===== config.mk =====
export PLATFORM = sky130hd
export DESIGN_NAME = iso_exec
export DESIGN_NICKNAME = d
export VERILOG_FILES = /design/src/design/iso_pkg.sv /design/src/design/iso_decode.sv /design/src/design/iso_exec.sv
export VERILOG_INCLUDE_DIRS = /design/src /design/src/design
export SDC_FILE = /design/constraint.sdc
export NUM_CORES = 1
export LEC_CHECK = 0
export BUFFER_PORTS_ARGS = -buffer_cell sky130_fd_sc_hd__buf_2
export CORE_MARGIN = 2
export CORE_UTILIZATION = 54
export CTS_CLUSTER_DIAMETER = 120
export CTS_CLUSTER_SIZE = 10
export DETAILED_ROUTE_END_ITERATION = 8
export PLACE_DENSITY_LB_ADDON = 0.12
export SYNTH_ARGS = -nofsm -noshare
export SYNTH_HDL_FRONTEND = slang
export SYNTH_HIERARCHICAL = 1
export SYNTH_SLANG_ARGS = --single-unit

===== constraint.sdc =====
create_clock -name clk -period 4.5 [get_ports clk]
set_input_delay 0.9 -clock clk [delete_from_list [all_inputs] [get_ports clk]]
set_output_delay 0.9 -clock clk [all_outputs]
set_load 0.02 [all_outputs]

===== src/design/iso_params.svh =====
// Constants for the five-instruction decode and execute block
`ifndef ISO_PARAMS_SVH
`define ISO_PARAMS_SVH
`define ISO_OP_HI        13
`define ISO_OP_LO        8
`define ISO_OP_INC_SKIP  6'h0F
`define ISO_OP_OR_LIT    6'h1A
`define ISO_OP_OR_FILE   6'h04
`define ISO_OP_COPY_FILE 6'h08
`define ISO_OP_LOAD_LIT  6'h19
`define ISO_DEST_BIT     7
`define ISO_FADDR_HI     6
`define ISO_LIT_HI       7
`define ISO_ACC_RESET    8'h00
`define ISO_ZERO_RESET   1'h0
`endif


===== src/design/iso_pkg.sv =====
// Types for the five-instruction decode and execute block
package iso_pkg;
	typedef enum logic [2:0]
	{
		ISO_OTHER     = 3'h0,
		ISO_INC_SKIP  = 3'h1,
		ISO_OR_LIT    = 3'h2,
		ISO_OR_FILE   = 3'h3,
		ISO_COPY_FILE = 3'h4,
		ISO_LOAD_LIT  = 3'h5
	} iso_op_t;

	typedef enum logic [0:0]
	{
		ISO_RUN  = 1'b0,
		ISO_SKIP = 1'b1
	} iso_state_t;

	typedef struct packed
	{
		iso_op_t    op;
		logic       to_file;
		logic [6:0] faddr;
		logic [7:0] lit;
	} iso_dec_t;

	typedef struct packed
	{
		logic       we;
		logic [6:0] addr;
		logic [7:0] data;
	} iso_fwr_t;
endpackage


===== src/design/iso_decode.sv =====
// Instruction word decoder
`timescale 1ns/1ps
`include "iso_params.svh"
module iso_decode
(
	input  wire logic [13:0]     instr,
	output iso_pkg::iso_dec_t    dec
);
	logic [5:0] top;
	assign top = instr[`ISO_OP_HI:`ISO_OP_LO];

	always_comb
	begin
		dec.op      = iso_pkg::ISO_OTHER;
		dec.to_file = instr[`ISO_DEST_BIT];
		dec.faddr   = instr[`ISO_FADDR_HI:0];
		dec.lit     = instr[`ISO_LIT_HI:0];
		case (top)
			`ISO_OP_INC_SKIP:  dec.op = iso_pkg::ISO_INC_SKIP;   // RL1
			`ISO_OP_OR_LIT:    dec.op = iso_pkg::ISO_OR_LIT;     // RL3
			`ISO_OP_OR_FILE:   dec.op = iso_pkg::ISO_OR_FILE;    // RL4
			`ISO_OP_COPY_FILE:
			begin
				if (!instr[`ISO_DEST_BIT])
				begin
					dec.op = iso_pkg::ISO_COPY_FILE;             // RL5
				end
			end
			`ISO_OP_LOAD_LIT:  dec.op = iso_pkg::ISO_LOAD_LIT;   // RL6
			default:           dec.op = iso_pkg::ISO_OTHER;
		endcase
	end
endmodule


===== src/design/iso_exec.sv =====
// Execute stage for five accumulator instructions
//
// Behaviour
// RL1 - Increment file, result to acc or file
// RL2 - Zero increment result skips next instruction as no-op
// RL3 - OR literal into acc, sets zero flag
// RL4 - OR acc with file, acc or file
// RL5 - Copy file to acc, flags untouched
// RL6 - Load literal into acc, flags untouched
// RL7 - Zero flag set when an OR result is zero
`timescale 1ns/1ps
`include "iso_params.svh"
module iso_exec
(
	input  wire logic            clk,
	input  wire logic            reset_n,
	input  wire logic            clk_en,
	input  wire logic            instr_valid,
	input  wire logic [13:0]     instr,
	input  wire logic [7:0]      file_rdata,
	output logic [6:0]           file_raddr,
	output iso_pkg::iso_fwr_t    file_wr,
	output logic [7:0]           acc,
	output logic                 zero_flag,
	output logic                 skipping,
	output logic                 known_op
);
	// ==========================================
	// Decode
	iso_pkg::iso_dec_t    dec;
	iso_pkg::iso_state_t  state_r;
	iso_pkg::iso_state_t  state_nxt;
	logic [7:0]           acc_r;
	logic [7:0]           acc_nxt;
	logic                 zero_r;
	logic                 zero_nxt;
	iso_pkg::iso_fwr_t    fwr_r;
	iso_pkg::iso_fwr_t    fwr_nxt;
	logic [7:0]           result;
	logic                 go;
	logic                 squash;
	logic                 to_acc;
	logic                 to_file;

	// ==========================================
	// Functions
	function automatic logic is_zero(input logic [7:0] v);
		is_zero = (v == 8'h00);
	endfunction

	function automatic logic has_dest(input iso_pkg::iso_op_t op);
		has_dest = (op == iso_pkg::ISO_INC_SKIP)
			|| (op == iso_pkg::ISO_OR_FILE);
	endfunction

	function automatic logic sets_zero(input iso_pkg::iso_op_t op);
		sets_zero = (op == iso_pkg::ISO_OR_LIT)
			|| (op == iso_pkg::ISO_OR_FILE);
	endfunction

	iso_decode iso_decode_inst
	(
		.instr (instr),
		.dec   (dec)
	);

	assign file_raddr = dec.faddr;
	assign go         = instr_valid && (state_r == iso_pkg::ISO_RUN);
	assign known_op   = dec.op != iso_pkg::ISO_OTHER;
	assign squash     = instr_valid && (state_r == iso_pkg::ISO_SKIP);
	assign to_file    = go && has_dest(dec.op) && dec.to_file;    // RL1
	assign to_acc     = go && known_op
		&& !(has_dest(dec.op) && dec.to_file);

	// ==========================================
	// Datapath
	always_comb
	begin
		case (dec.op)
			iso_pkg::ISO_INC_SKIP:
			begin
				result = file_rdata + 8'h01;             // RL1
			end
			iso_pkg::ISO_OR_LIT:
			begin
				result = acc_r | dec.lit;                // RL3
			end
			iso_pkg::ISO_OR_FILE:
			begin
				result = acc_r | file_rdata;             // RL4
			end
			iso_pkg::ISO_COPY_FILE:
			begin
				result = file_rdata;                     // RL5
			end
			iso_pkg::ISO_LOAD_LIT:
			begin
				result = dec.lit;                        // RL6
			end
			default:
			begin
				result = 8'h00;
			end
		endcase
	end

	// ==========================================
	// Skip control
	always_comb
	begin
		state_nxt = state_r;
		if (squash)
		begin
			state_nxt = iso_pkg::ISO_RUN;                // RL2
		end
		else if (go && dec.op == iso_pkg::ISO_INC_SKIP && is_zero(result))
		begin
			state_nxt = iso_pkg::ISO_SKIP;               // RL2
		end
	end

	always_ff @(posedge clk or negedge reset_n)
	begin
		if (!reset_n)
		begin
			state_r <= iso_pkg::ISO_RUN;
		end
		else if (clk_en)
		begin
			state_r <= state_nxt;
		end
	end

	// ==========================================
	// Accumulator
	always_comb
	begin
		acc_nxt = acc_r;
		if (to_acc)
		begin
			acc_nxt = result;                            // RL6
		end
	end

	always_ff @(posedge clk or negedge reset_n)
	begin
		if (!reset_n)
		begin
			acc_r <= `ISO_ACC_RESET;
		end
		else if (clk_en)
		begin
			acc_r <= acc_nxt;
		end
	end

	// ==========================================
	// Zero flag
	always_comb
	begin
		zero_nxt = zero_r;
		if (go && sets_zero(dec.op))
		begin
			zero_nxt = is_zero(result);                  // RL7
		end
	end

	always_ff @(posedge clk or negedge reset_n)
	begin
		if (!reset_n)
		begin
			zero_r <= `ISO_ZERO_RESET;
		end
		else if (clk_en)
		begin
			zero_r <= zero_nxt;
		end
	end

	// ==========================================
	// File write
	always_comb
	begin
		fwr_nxt      = '0;
		fwr_nxt.addr = dec.faddr;
		if (to_file)
		begin
			fwr_nxt.we   = 1'h1;                         // RL4
			fwr_nxt.data = result;
		end
	end

	always_ff @(posedge clk or negedge reset_n)
	begin
		if (!reset_n)
		begin
			fwr_r.we   <= 1'h0;
			fwr_r.addr <= 7'h00;
			fwr_r.data <= 8'h00;
		end
		else if (clk_en)
		begin
			fwr_r.we   <= fwr_nxt.we;
			fwr_r.addr <= fwr_nxt.addr;
			fwr_r.data <= fwr_nxt.data;
		end
	end

	// ==========================================
	// Outputs
	assign acc       = acc_r;
	assign zero_flag = zero_r;
	assign file_wr   = fwr_r;
	assign skipping  = state_r == iso_pkg::ISO_SKIP;
endmodule


==> results of run 1 <==
-- final cells by class --
cell class | instances | area, um^2 | area share
Timing Repair Buffer | 61 | 310 | 0.155
Clock buffer | 4 | 36.3 | 0.0181
Tap cell | 44 | 55.1 | 0.0274
Sequential cell | 26 | 651 | 0.324
Multi-Input combinational cell | 122 | 940 | 0.468
Inverter | 4 | 15.0 | 0.00748
-- worst register-to-register path: stages (launching register included) --
cell and delay, ns:
dfrtp_1 0.47, nor4b_2 0.93, mux2_2 0.42
-- cells in the final DEF (no fill, tap or decap), types with 3 or more instances in the layout --
master / count
dfrtp_1: 26
mux2_2: 9
a211oi_2: 3
nor2_1: 8
nand2_1: 8
mux2_1: 3
buf_2: 59
nand2b_1: 9
nor3b_1: 3
nor2b_1: 7
a211oi_1: 6
a32o_1: 4
xor2_1: 5
o211ai_1: 5
a21oi_1: 9
nand3_1: 4
inv_1: 4
o2bb2ai_1: 4
clkbuf_4: 3
-- registers in the layout, summed over array words and instances (netlist names) --
signal and count:
acc 8, file_wr 16, zero_flag 1, skipping 1
-- worst min path at each step --
stage | start | to | slack (ns)
after global placement | zero_flag | zero_flag | 0.47
after global routing | file_wr[0] | file_wr[0] | 0.54
after floorplan | zero_flag | zero_flag | 0.59
final | file_wr[5] | file_wr[5] | 0.51
after CTS | file_wr[6] | file_wr[6] | 0.51
after detailed placement | file_wr[1] | file_wr[1] | 0.48
-- through the flow --
step | hold WS [ns] | utilization | instances
6_report | 0.508 | 0.652 | 261
5_1_grt | 0.538 | 0.652 | 261
4_1_cts | 0.510 | 0.652 | 261
3_5_place_dp | 0.477 | 0.640 | 257
3_3_place_gp | 0.465 | 0.640 | 257
2_1_floorplan | 0.589 | - | 176
-- power by group --
group | switching, W | internal [W]
Sequential | 0.0000199 | 0.000258
Clock | 0.0000714 | 0.0000496
Combinational | 0.000101 | 0.0000616
-- cell usage after synthesis, types with 2 or more instances --
library cell / n / area share
nand3_1: 4 / 0.011
a22oi_1: 2 / 0.0085
o21ai_0: 2 / 0.0057
nor2b_1: 7 / 0.025
buf_2: 3 / 0.0085
buf_6: 3 / 0.019
o2bb2ai_1: 4 / 0.020
o211ai_1: 5 / 0.021
a211oi_1: 6 / 0.025
o221ai_2: 2 / 0.017
a21oi_1: 9 / 0.025
mux2_2: 9 / 0.057
and2b_1: 2 / 0.0085
or3_1: 2 / 0.0071
dfrtp_1: 26 / 0.37
mux2_1: 3 / 0.019
inv_1: 4 / 0.0085
xor2_1: 5 / 0.025
o221a_2: 2 / 0.013
nand2b_1: 9 / 0.032
a32o_1: 4 / 0.023
nand2_1: 8 / 0.017
o22ai_1: 2 / 0.0071
o221ai_1: 2 / 0.0099
nor2_1: 8 / 0.017
a211oi_2: 3 / 0.021
buf_4: 17 / 0.072
nor3b_1: 3 / 0.013
-- kinds of logic (layout without fill, tap and decap cells) --
kind of cell / Yosys count / after routing / synth area share
simple gates: 57 / 57 / 0.195
compound gates: 47 / 47 / 0.218
buf+inv: 28 / 69 / 0.110
flops: 26 / 26 / 0.368
mux: 12 / 12 / 0.0765
xor+xnor: 5 / 5 / 0.0248
fa+ha+maj: 1 / 1 / 0.00708
-- routing by layer --
layer	vias up	track usage	part of all wire
met5	-	0	0
li1	723	-	-
met3	6	0.0441	0.046
met1	763	0.360	0.44
met2	51	0.412	0.50
met4	0	0.0994	0.014
==> results by group, run 1 <==
Critical path
  • Worst R2R End: acc[3]
  • Crit Path Max Fanout: 33
  • Setup crit end: known_op
  • Max stage delay on crit path: 0.89 ns
  • CP endpoint kind: output pin
  • Crit path buffers/inverters: 2
  • CP Data Arrival Time: 2.59 ns
  • Worst R2R Setup Slack: 2.59 ns
  • Crit-path slowest cell: o32ai_4
  • Critical path cell sequence: buf_2, nor2b_2, nand2_1, o32ai_4, or3_1, buf_2
  • Reg2Reg Depth: 2
  • Worst r2r src: skipping
  • WP data required: 3.60 ns
  • Cell repeated most along the worst path: buf_2
  • Critical path depth: 6
  • CP startpoint kind: input pin
  • Largest delay share family, worst path: compound AO/OA/AOI/OAI gates
  • CP Class: input pin to output pin
  • Critical Path Source: instr[12]

Floorplanning
  • Die area: 0.00375 mm^2
  • I/O pins: 60
  • Core Region: 0.00308 mm^2
  • Row count: 20
  • Die width: 61.2 um
  • Initial Utilization: 0.574
  • Die H: 61.2 um

Global route
  • Largest net degree at the start of global routing: 34
  • Vias in the first global route: 1556
  • Initial antenna violation count: 0
  • Grt ovf: 0
  • First-pass GRT wire length: 7.18 mm
  • Total GRT Usage: 0.261

Timing
  • Final hold violations: 0
  • Max-slew violations: 0
  • Relative slew slack: 0.272
  • Final period utilization: 0.776
  • Clock period minus worst slack: 3.49 ns
  • Unrepaired setup endpoints after global routing: false
  • FMAX: 286 MHz
  • # setup viols final: 0
  • Fin Setup TNS: 0 ns
  • Final WS setup: 1.01 ns
  • Clock Skews: 0.00301 ns
  • Least-Margin Pin Slew: 1.09 ns

Power and ir drop
  • Maximum vdd drop: 149 uV
  • Pwr dens: 280 mW/mm^2
  • Leakage: 0.912 nW
  • Tot Pwr: 0.000562 W

Logic synthesis
  • Synth async-reset ratio: 1.00
  • Syn. warnings: 6
  • Number of flops mapped to enable cells by yosys: 0
  • FF+latch count, synth: 26
  • Post-Syn Area: 0.00177 mm^2
  • Syn Area/Cell: 10.0 um^2
  • Mapped Nets: 203
  • Sequential fraction of the synthesis area: 0.368
  • Main flop type after synthesis: dfrtp_1
  • Post-synthesis instance total: 176
  • Yosys cell types: 48

Finish
  • Final net count: 245
  • Finished layout cell area: 0.00201 mm^2
  • Fill cell count: 280
  • Fraction of layout cells with a size suffix above 1: 0.410
  • N_diodes: 0
  • Area grow syn2layout: 13.6%

Worst hold path
  • Hold path depth: 1
  • Worst min-delay path class: flop to flop

Route
  • Total Wirelength: 4.41 mm
  • Drt drc: 0
  • Post-route ant nets: 0
  • Wire length per cell: 16.9 um
  • Via density: 5.91
  • Initial DRC Count: 92
  • Routed via count: 1543
  • Initial DRT Pass Iterations: 4

Clocking
  • Worst-path clk slew: 0.14 ns
  • Root buf cell: clkbuf_4
  • TritonCTS clock tree: built
  • Max Root-Sink Buffers: 2
  • Htree depth: 1
  • Worst skew pair latency: 0.33 ns
  • Setup bufs post-CTS: 0
  • Clock sinks: 26
  • CTS resizes: 0
  • Cts bufs inserted: 3
  • Post-CTS Hold Fix Bufs: 0

Placed design
  • DP HPWL: 3.44 mm
  • Gpl congestion: 0.879
  • Port Buffers: 59
  • Placed Area: 0.00197 mm^2
  • Post-Place Setup Slack: 0.732 ns

Job
  • Total of max-cap violations: 0

Outcome
  • Outcome: finished, final reports clean
Note: power is estimated with default switching activity, not from simulation.
==> run 2: changes to the inputs <==
CORE_UTILIZATION = 50   (was 54)
clock period = 3.4 ns   (was 4.5 ns; I/O delays follow)
==> results by group, run 2 (synthesized netlist as in run 1, its figures left out) <==
Critical path
  • Critical Path Source: instr[12]
  • CP Class: input pin to flop
  • WP data required: 3.64 ns (+0.04 ns)
  • Reg2Reg Depth: 2 (unchanged)
  • CP startpoint kind: input pin
  • Worst R2R End: acc[3]
  • Setup crit end: acc[3]
  • Crit Path Max Fanout: 14 (-58%)
  • Crit path buffers/inverters: 1 (-1)
  • Max stage delay on crit path: 0.92 ns (+0.03 ns)
  • CP Data Arrival Time: 3.08 ns (+0.49 ns)
  • Largest delay share family, worst path: simple AND/OR/NAND/NOR gates
  • CP endpoint kind: flop
  • Critical path depth: 7 (+1)
  • Critical path cell sequence: buf_2, nor2b_2, nand2_1, o32ai_4, or3_1, nor4b_2, mux2_2
  • Worst r2r src: skipping
  • Worst R2R Setup Slack: 1.41 ns (-1.18 ns)
  • Crit-path slowest cell: nor4b_2

Finish
  • Fraction of layout cells with a size suffix above 1: 0.418 (+0.00804)
  • Fill cell count: 333 (+19%)
  • Finished layout cell area: 0.00205 mm^2 (+2.1%)
  • Register area: 651 um^2 (unchanged)
  • Area grow syn2layout: 15.9%
  • N_diodes: 0 (unchanged)
  • Commonest non-fill, non-tap cell in the layout: buf_2
  • Final net count: 248 (+1.2%)
  • Multi-input combinational cell area: 940 um^2 (unchanged)
  • Max reg flops: 16 (unchanged)
  • Commonest cells after routing, fill and taps aside: buf_2, dfrtp_1, a21oi_1, nand2b_1, mux2_2

Floorplanning
  • Die width: 63.4 um (+3.7%)
  • Core Region: 0.00336 mm^2 (+9.3%)
  • Die H: 63.4 um (+3.7%)
  • I/O pins: 60 (unchanged)
  • Row count: 21 (+5.0%)
  • Initial Utilization: 0.525 (-0.0487)
  • Die area: 0.00402 mm^2 (+7.5%)

Timing
  • Relative slew slack: 0.233 (-0.0390)
  • Clock Skews: 0.00533 ns (+0.00231 ns)
  • # setup viols final: 0 (unchanged)
  • FMAX: 352 MHz
  • Final period utilization: 0.835
  • Least-Margin Pin Slew: 1.15 ns (+0.0555 ns)
  • Max-slew violations: 0 (unchanged)
  • Clock period minus worst slack: 2.84 ns
  • Fin Setup TNS: 0 ns (unchanged)
  • Final hold violations: 0 (unchanged)
  • Final WS setup: 0.562 ns (-0.445 ns)
  • Hold slack: 0.323 ns (-0.185 ns)
  • Unrepaired setup endpoints after global routing: false

Route
  • Initial DRT Pass Iterations: 4 (unchanged)
  • Routed via count: 1549 (+0.39%)
  • Via density: 5.82 (-1.5%)
  • Wire length per cell: 16.3 um (-3.4%)
  • Post-route ant nets: 0 (unchanged)
  • Initial DRC Count: 97 (+5.4%)
  • Drt drc: 0 (unchanged)
  • Total Wirelength: 4.34 mm (-1.6%)

Placed design
  • Port Buffers: 59 (unchanged)
  • DP HPWL: 3.36 mm (-2.4%)
  • Gpl congestion: 0.868 (-1.3%)
  • Placed Area: 0.00200 mm^2 (+1.3%)
  • Post-Place Setup Slack: 0.208 ns (-0.524 ns)

Job
  • Total of max-cap violations: 0 (unchanged)

Clocking
  • Cts bufs inserted: 3 (unchanged)
  • Max Root-Sink Buffers: 2 (unchanged)
  • Setup bufs post-CTS: 0 (unchanged)
  • TritonCTS clock tree: built
  • Htree depth: 1 (unchanged)
  • Root buf cell: clkbuf_4
  • Clock sinks: 26 (unchanged)
  • Worst-path clk slew: 0.15 ns (about the same)
  • Post-CTS Hold Fix Bufs: 0 (unchanged)
  • CTS resizes: 0 (unchanged)
  • Worst skew pair latency: 0.33 ns (about the same)

Global route
  • First-pass GRT wire length: 7.24 mm (+0.86%)
  • Largest net degree at the start of global routing: 27 (-21%)
  • Initial antenna violation count: 0 (unchanged)
  • Total GRT Usage: 0.225 (-0.0359)
  • Grt ovf: 0 (unchanged)
  • Vias in the first global route: 1498 (-3.7%)

Power and ir drop
  • Leakage: 0.935 nW (+2.5%)
  • Maximum vdd drop: 314 uV (+110%)
  • Tot Pwr: 0.000799 W (+42%)
  • Pwr dens: 390 mW/mm^2 (+39%)

Worst hold path
  • Worst min-delay path class: input pin to asynchronous set/reset pin

Outcome
  • Outcome: finished, final reports clean
==> run 2: layout make-up <==
type	instances	area share
timing repair buffer	64	0.162
clock buffer	3	0.0110
tap	46	0.0281
clock inverter	1	0.0147
sequential	26	0.318
inverter	4	0.00733
multi-input combinational	122	0.459
==> run 2: worst min path at each step <==
stage | startpoint | to | slack [ns] | cells after the start
after floorplan | reset_n | acc[0] | 0.38 | 0
after global placement | zero_flag | zero_flag | 0.46 | 2
after detailed placement | file_wr[1] | file_wr[1] | 0.47 | 1
after CTS | reset_n | file_wr[9] | 0.34 | 1
after global routing | reset_n | file_wr[0] | 0.37 | 1
final | reset_n | file_wr[9] | 0.32 | 1
==> run 2: routing by layer <==
metal	vias up	GRT usage	share of wire
met1	749	0.302	0.45
li1	732	-	-
met5	-	0	0
met4	0	0.0707	0.0088
met2	63	0.380	0.48
met3	5	0.0268	0.062
==> run 2: worst reg2reg max path: stages (launching register included) <==
cell	delay, ns
dfrtp_1	0.47
nor4b_2	1.01
mux2_2	0.42
==> run 2: power breakdown <==
part	leakage [nW]	switching [W]	total (W)	internal, W
registers	0.338	0.0000241	0.000365	0.000341
clock network	0.0279	0.000100	0.000219	0.000119
logic	0.570	0.000132	0.000214	0.0000826
==> run 2: per-stage QoR <==
stage / std cells / utilization
floorplan: 176 / -
global placement: 262 / 0.593
detailed placement: 262 / 0.593
CTS: 266 / 0.609
global route: 266 / 0.609
finish: 266 / 0.609
